$ cat config.mk
export PLATFORM = sky130hd
export DESIGN_NAME = port_ingress_egress_control_zero
export DESIGN_NICKNAME = d
export VERILOG_FILES = /design/src/port_ctrl_zero_pkg.sv /design/src/port_ctrl_slice.sv /design/src/port_ingress_egress_control_zero.sv
export SDC_FILE = /design/constraint.sdc
export NUM_CORES = 1
export LEC_CHECK = 0
export BUFFER_PORTS_ARGS = -buffer_cell sky130_fd_sc_hd__buf_2
export CORE_UTILIZATION = 53
export DETAILED_ROUTE_END_ITERATION = 10
export PLACE_DENSITY = 0.83
export SKIP_LAST_GASP = 1
export SYNTH_ARGS = -nofsm -noshare
export SYNTH_HDL_FRONTEND = slang
export SYNTH_HIERARCHICAL = 1
export SYNTH_SLANG_ARGS = --single-unit
$ cat constraint.sdc
create_clock -name sys_clk -period 4.1 [get_ports sys_clk]
set_clock_uncertainty 0.15 [all_clocks]
set_input_delay 0 -clock sys_clk [delete_from_list [all_inputs] [get_ports sys_clk]]
set_output_delay 0 -clock sys_clk [all_outputs]
set_load 0.02 [all_outputs]
$ cat src/port_ctrl_zero_pkg.sv
// package: offsets, bit positions and reset values of the per-port control zero register
package port_ctrl_zero_pkg;
   localparam int          NUM_PORTS       = 3;
   localparam logic [7:0]  PORT_ONE_OFS    = 8'h10;
   localparam logic [7:0]  PORT_TWO_OFS    = 8'h20;
   localparam logic [7:0]  PORT_THREE_OFS  = 8'h30;
   localparam int          BIT_STORM       = 7;
   localparam int          BIT_DSCP        = 6;
   localparam int          BIT_TAGPRIO     = 5;
   localparam int          BIT_PORTPRIO    = 4;
   localparam int          BIT_CEILING     = 3;
   localparam int          BIT_TAG_INSERT  = 2;
   localparam int          BIT_TAG_STRIP   = 1;
   localparam int          BIT_DUAL_QUEUE  = 0;
   localparam logic [7:0]  FIXED_RESET     = 8'h00;
   localparam logic [7:0]  STRAP_MASK      = 8'h37;
   localparam logic [7:0]  UNMAPPED_DATA   = 8'h00;
endpackage : port_ctrl_zero_pkg

$ cat src/port_ctrl_slice.sv
// one port's control zero register, loaded from its straps in reset; the decisions it steers are made in the top
module port_ctrl_slice
   import port_ctrl_zero_pkg::*;
(
   // clock and reset
   input  wire logic       sys_clk,
   input  wire logic       rst_n,
   // register access and reset straps
   input  wire logic       wr_en,
   input  wire logic [7:0] wr_data,
   input  wire logic [4:0] strap_bits,
   // register contents
   output logic      [7:0] ctrl_q
);
   logic [7:0] ctrl_d;
   logic [4:0] strap;
   always_comb begin
      // straps fill bits 5,4,2,1,0; others come up zero
      strap  = strap_bits;
      ctrl_d = ctrl_q;
      if (!rst_n) begin
         ctrl_d = FIXED_RESET;
         ctrl_d[BIT_TAGPRIO]    = strap[4];
         ctrl_d[BIT_PORTPRIO]   = strap[3];
         ctrl_d[BIT_TAG_INSERT] = strap[2];
         ctrl_d[BIT_TAG_STRIP]  = strap[1];
         ctrl_d[BIT_DUAL_QUEUE] = strap[0];
      end else if (wr_en) begin
         ctrl_d = wr_data;
      end
   end
   always_ff @(posedge sys_clk) begin
      ctrl_q <= ctrl_d;
   end
endmodule : port_ctrl_slice

$ cat src/port_ingress_egress_control_zero.sv
// top: three per-port control zero registers and their per-packet decisions
// Notes on behaviour
// - bit 7 enables ingress broadcast storm protection
// - bit 6 enables DiffServ priority classification
// - bit 5 enables 802.1p priority classification
// - fallback: bit 4 gives high or low
// - OR of tag and DSCP overrides port
// - bit 3 caps user priority at default
// - bit 2 inserts tag on untagged egress
// - inserted tag carries ingress port's VID
// - bit 1 strips tag from tagged egress
// - bit 0 splits output queue high/low
// - single queue treats classes equally
// - same layout per port, distinct addresses
module port_ingress_egress_control_zero
   import port_ctrl_zero_pkg::*;
(
   // clock and reset
   input  wire logic        sys_clk,
   input  wire logic        rst_n,
   // management register port
   input  wire logic        reg_wr,
   input  wire logic        reg_rd,
   input  wire logic [7:0]  reg_addr,
   input  wire logic [7:0]  reg_wdata,
   output logic      [7:0]  reg_rdata,
   // strap pins, per port
   input  wire logic        strap_port_a_tagprio_enable,
   input  wire logic        strap_port_b_tagprio_enable,
   input  wire logic        strap_port_c_tagprio_enable,
   input  wire logic        strap_port_a_portprio,
   input  wire logic        strap_port_b_portprio,
   input  wire logic        strap_port_c_portprio,
   input  wire logic        strap_port_a_tag_insert,
   input  wire logic        strap_port_b_tag_insert,
   input  wire logic        strap_port_c_tag_insert,
   input  wire logic        strap_port_a_tag_strip,
   input  wire logic        strap_port_b_tag_strip,
   input  wire logic        strap_port_c_tag_strip,
   input  wire logic        strap_port_a_dual_queue,
   input  wire logic        strap_port_b_dual_queue,
   input  wire logic        strap_port_c_dual_queue,
   // ingress classification request, per port
   input  wire logic [2:0]  dscp_hit,
   input  wire logic [2:0]  dscp_high,
   input  wire logic [2:0]  tag_hit,
   input  wire logic [2:0]  tag_high,
   input  wire logic [8:0]  pkt_user_prio,
   input  wire logic [8:0]  default_user_prio,
   // egress request, per output port
   input  wire logic [2:0]  egr_rx_tagged,
   input  wire logic [5:0]  egr_src_port,
   input  wire logic [35:0] port_default_vid,
   // per-port decisions
   output logic      [2:0]  storm_protect,
   output logic      [2:0]  class_high,
   output logic      [8:0]  user_prio_out,
   output logic      [2:0]  egr_insert_tag,
   output logic      [2:0]  egr_strip_tag,
   output logic      [35:0] egr_insert_vid,
   output logic      [2:0]  queue_high
);
   // ------------------------------------------------------------
   // strap synchronisers
   // ------------------------------------------------------------
   logic [14:0] strap_raw;
   logic [14:0] strap_m_q;
   logic [14:0] strap_s_q;
   assign strap_raw = {strap_port_c_tagprio_enable, strap_port_c_portprio,
                       strap_port_c_tag_insert, strap_port_c_tag_strip,
                       strap_port_c_dual_queue,
                       strap_port_b_tagprio_enable, strap_port_b_portprio,
                       strap_port_b_tag_insert, strap_port_b_tag_strip,
                       strap_port_b_dual_queue,
                       strap_port_a_tagprio_enable, strap_port_a_portprio,
                       strap_port_a_tag_insert, strap_port_a_tag_strip,
                       strap_port_a_dual_queue};
   // straps are pins: two flops before use; reset must last 3 edges to see them
   always_ff @(posedge sys_clk) begin
      strap_m_q <= strap_raw;
      strap_s_q <= strap_m_q;
   end

   // ------------------------------------------------------------
   // register bank
   // ------------------------------------------------------------
   logic [7:0]  port_ofs [NUM_PORTS];
   logic [7:0]  ctrl     [NUM_PORTS];
   logic [2:0]  hit;
   assign port_ofs[0] = PORT_ONE_OFS;
   assign port_ofs[1] = PORT_TWO_OFS;
   assign port_ofs[2] = PORT_THREE_OFS;

   for (genvar p = 0; p < NUM_PORTS; p++) begin : g_port
      assign hit[p] = (reg_addr == port_ofs[p]);
      port_ctrl_slice u_slice (
         .sys_clk    (sys_clk),
         .rst_n      (rst_n),
         .wr_en      (reg_wr && hit[p]),
         .wr_data    (reg_wdata),
         .strap_bits (strap_s_q[5*p +: 5]),
         .ctrl_q     (ctrl[p])
      );
   end

   // ------------------------------------------------------------
   // read data and per-packet decisions
   // ------------------------------------------------------------
   logic [7:0]  reg_rdata_d;
   logic [7:0]  reg_rdata_q;
   logic [2:0]  storm_d, class_d, ins_d, strip_d, queue_d;
   logic [8:0]  prio_d;
   logic [35:0] vid_d;
   always_comb begin
      logic [1:0] src;
      logic [2:0] up;
      src         = 2'h0;
      up          = 3'h0;
      reg_rdata_d = reg_rd ? UNMAPPED_DATA : reg_rdata_q;
      for (int p = 0; p < NUM_PORTS; p++) begin
         if (reg_rd && hit[p]) begin
            reg_rdata_d = ctrl[p];
         end
      end
      for (int p = 0; p < NUM_PORTS; p++) begin
         storm_d[p] = ctrl[p][BIT_STORM];
         // tag/dscp results ORed override the port bit
         if ((ctrl[p][BIT_DSCP] && dscp_hit[p]) || (ctrl[p][BIT_TAGPRIO] && tag_hit[p])) begin
            class_d[p] = (ctrl[p][BIT_DSCP] && dscp_hit[p] && dscp_high[p])
                       | (ctrl[p][BIT_TAGPRIO] && tag_hit[p] && tag_high[p]);
         end else begin
            class_d[p] = ctrl[p][BIT_PORTPRIO];
         end
         up = pkt_user_prio[3*p +: 3];
         if (ctrl[p][BIT_CEILING] && up > default_user_prio[3*p +: 3]) begin
            up = default_user_prio[3*p +: 3];
         end
         prio_d[3*p +: 3] = up;
         ins_d[p]   = ctrl[p][BIT_TAG_INSERT] && !egr_rx_tagged[p];
         strip_d[p] = ctrl[p][BIT_TAG_STRIP] && egr_rx_tagged[p];
         src = egr_src_port[2*p +: 2];
         // vid of the receiving port, not of this output port
         vid_d[12*p +: 12] = (src == 2'h1) ? port_default_vid[12 +: 12] :
                             (src == 2'h2) ? port_default_vid[24 +: 12] :
                                             port_default_vid[0 +: 12];
         // single queue: every packet goes low, whatever its class
         queue_d[p] = ctrl[p][BIT_DUAL_QUEUE] && class_d[p];
      end
   end
   always_ff @(posedge sys_clk) begin
      if (!rst_n) begin
         reg_rdata_q    <= 8'h00;
         storm_protect  <= 3'h0;
         class_high     <= 3'h0;
         user_prio_out  <= 9'h000;
         egr_insert_tag <= 3'h0;
         egr_strip_tag  <= 3'h0;
         egr_insert_vid <= 36'h0;
         queue_high     <= 3'h0;
      end else begin
         reg_rdata_q    <= reg_rdata_d;
         storm_protect  <= storm_d;
         class_high     <= class_d;
         user_prio_out  <= prio_d;
         egr_insert_tag <= ins_d;
         egr_strip_tag  <= strip_d;
         egr_insert_vid <= vid_d;
         queue_high     <= queue_d;
      end
   end
   assign reg_rdata = reg_rdata_q;
endmodule : port_ingress_egress_control_zero

==> results by group <==
Run status
  – Status: complete, no violations

Setup path
  – Worst R2R Start: g_port[1].u_slice/ctrl_q[3]$_SDFFE_PN0P_
  – Crit start category: primary input
  – Worst Setup End Kind: register
  – Buf/Inv on CP: 3
  – Kind of critical path: primary input to register
  – Critical path arrival: 3010 ps
  – CP Launch Point: egr_src_port[2]
  – Crit path largest cell delay: 890 ps
  – Critical-path cell with the highest stage delay: nor2b_1
  – Delay-heaviest family, CP: simple AND/OR/NAND/NOR gates
  – Cell Chain, Critical Path: dlygate4sd3_1 > buf_2 > nor2b_1 > nor2_1 > nand2_1 > a21oi_1 > dlygate4sd3_1
  – Critical path peak fanout: 12
  – Crit-path most repeated cell: dlygate4sd3_1
  – CP Data Required Time: 4340 ps

Logic synthesis
  – Post-Synth Simple-Gate Area: 0.146
  – Synth area leader: dfxtp_1
  – Compound-cell area share of the yosys netlist: 0.156
  – Post-Syn Area: 4820 um^2
  – Syn Area/Cell: 10.2 um^2
  – Area contributors post-synth: dfxtp_1 (44%), edfxtp_1 (9.3%), mux2i_1 (6.6%)
  – Yosys warns: 6
  – Main combinational cell family by area after synthesis: compound AO/OA/AOI/OAI gates
  – Yosys cell types: 33
  – Synth Area in XOR/XNOR: 0
  – Seq cells post-synth: 122
  – Syn Nets: 590
  – Mapped Cells: 471
  – Share of the yosys chip area belonging to registers: 0.538
  – Post-synth top area share: 0.444
  – Multiplexer share of the synthesized area: 0.0852
  – Synth Area in Adders: 0.0234

Drt
  – Vias: 5160
  – Antenna viol nets, final: 0
  – Vias per inst: 5.64
  – Avg WL per Cell: 19.1 um
  – Detailed Route Iter0 Violations: 397
  – DRC: 0
  – DRT Wirelength: 17500 um
  – Initial DRT Pass Iterations: 6

Timing
  – # setup viols final: 0
  – RSZ-0062 raised after global routing: false
  – Max-slew violations: 0
  – Final period utilization: 0.676
  – Worst hold-check slack: 54.6 ps
  – Final Critical Period: 2770 ps
  – Worst setup margin: 1330 ps
  – Slew Limit Headroom: 0.217
  – Peak Freq: 361 MHz
  – Worst Tran Pin Value: 1170 ps
  – Setup TNS: 0 ps
  – Final-report hold violation count: 0

Power and ir drop
  – Leakage power: 3.54 nW
  – Maximum vdd ir drop: 0.000339 V
  – Design Power: 3.18 mW
  – P per Cell Area: 408 nW/um^2

Die
  – Row cnt: 34
  – Die W: 97.4 um
  – Ports: 178
  – Core area: 8760 um^2
  – Initial core utilization: 0.550
  – Die Footprint: 9480 um^2
  – Die Y: 97.4 um

Placement
  – Worst slack, placed: 1770 ps
  – DPL Wire Length: 8660 um
  – Placed Area: 5710 um^2
  – # port buffers: 177
  – GPL Wtd Cong: 0.858
  – DP Cell Count: 731

Global routing
  – Vias in the first global route: 5543
  – M2 GR Usage: 0.692
  – Met1 usage: 0.389
  – GRT overflow: 0
  – Antenna violations before repair: 0
  – Most used routing layer: met2
  – Met3 Use GR: 0.0878
  – Pin count of the biggest net entering global routing: 77
  – Tot GR Track Use: 0.375
  – First-pass GRT wire length: 27600 um

Clock tree
  – Resize count post-CTS: 0
  – Sink Count: 122
  – Clock Path Buffers: 2
  – Clk root buf: clkbuf_8
  – CTS tree: yes
  – CTS Buf Count: 17
  – Worst-path clk slew: 60 ps
  – H-tree Lvls: 4
  – Clock Latency Late Sink: 500 ps

Layout
  – Fraction of layout cells with a size suffix above 1: 0.276
  – Fin nets: 913
  – Non-Filler Instances: 915
  – Cell area after layout: 7800 um^2
  – P&R area growth vs syn: 61.8%
  – Ant diodes: 0
  – Finished Core Util: 0.890

Worst hold path
  – Hold wc startpoint: rst_n
  – HP Class: primary input to register

Flow run
  – Max cap viols: 0
-- layout by cell type (no fill, tap or decap), types with 15 or more instances in the layout --
| master | n |
|---|---|
| a211oi_1 | 28 |
| a21oi_1 | 22 |
| a22oi_1 | 33 |
| buf_2 | 177 |
| clkbuf_16 | 16 |
| dfxtp_1 | 107 |
| dlygate4sd3_1 | 152 |
| edfxtp_1 | 15 |
| inv_1 | 26 |
| mux2i_1 | 32 |
| nand2_1 | 44 |
| nand3_1 | 22 |
| nor2b_1 | 30 |
| o21ai_1 | 17 |
-- worst reg2reg max path, stage by stage, from the launching register on --
cell           delay [ps]
dfxtp_1               370
o31ai_1                90
a311oi_1              690
mux2i_1               320
dlygate4sd3_1         580
-- sequential cells by signal, indices dropped and copies added, names as in the netlist, 8 cells and up --
register,cells
strap_m_q,15
egr_insert_vid,36
reg_rdata,8
g_port.u_slice/ctrl_q,24
user_prio_out,9
strap_s_q,15
-- cell families after synthesis --
family	after synthesis
adders and majority gates	9
buffers and inverters	54
muxes	40
AOI/OAI and AO/OA	115
DFF	122
and+or+nand+nor	131
-- what timing repair did --
| action | 4_1_cts | 5_1_grt |
|---|---|---|
| buffers inserted | 0 | 0 |
| hold endpoints to repair | 104 | 0 |
| hold buffers | 152 | 0 |
-- worst paths after layout --
check / to / slack (ps) / cells past startpoint
worst max register to register: user_prio_out[4]$_SDFF_PN0_ / 1850 / 4
worst min register to register: strap_s_q[13]$_DFF_P_ / 180 / 0
worst min-delay path: g_port[1].u_slice/ctrl_q[6]$_SDFFE_PN0P_ / 50 / 3
worst max-delay path: egr_insert_vid[13]$_SDFF_PN0_ / 1330 / 7
-- power by group --
| part | total (mW) | leakage (nW) | internal [mW] | switching (mW) |
|---|---|---|---|---|
| Clock | 1.42 | 0.273 | 0.835 | 0.588 |
| Combinational | 0.462 | 2.22 | 0.225 | 0.238 |
| Sequential | 1.29 | 1.04 | 1.27 | 0.0230 |
-- metal layers --
metal	vias to the layer above	routed length [um]
met3	92	1490
li1	2324	-
met5	-	0
met2	372	9070
met1	2372	6020
met4	0	927
-- cell usage after synthesis (all sizes together) --
library cell,count
a211oi,28
a21oi,22
a22oi,33
a311oi,3
a31oi,3
and2,6
and2b,1
and3,3
buf,13
clkbuf,15
dfxtp,107
edfxtp,15
ha,9
inv,26
mux2,8
mux2i,32
nand2,44
nand2b,3
nand3,23
nand3b,8
nor2,7
nor2b,30
nor3,2
nor3b,3
o21ai,23
o31ai,3
or4,1
-- final cells by class --
type,count,area [um^2]
multi-input combinational,295,1980
sequential,122,2590
clock inverter,14,139
inverter,26,97.6
timing repair buffer,332,2430
clock buffer,18,428
fill,376,963
tap,108,135
No activity file was read; power rests on OpenSTA's default activity.
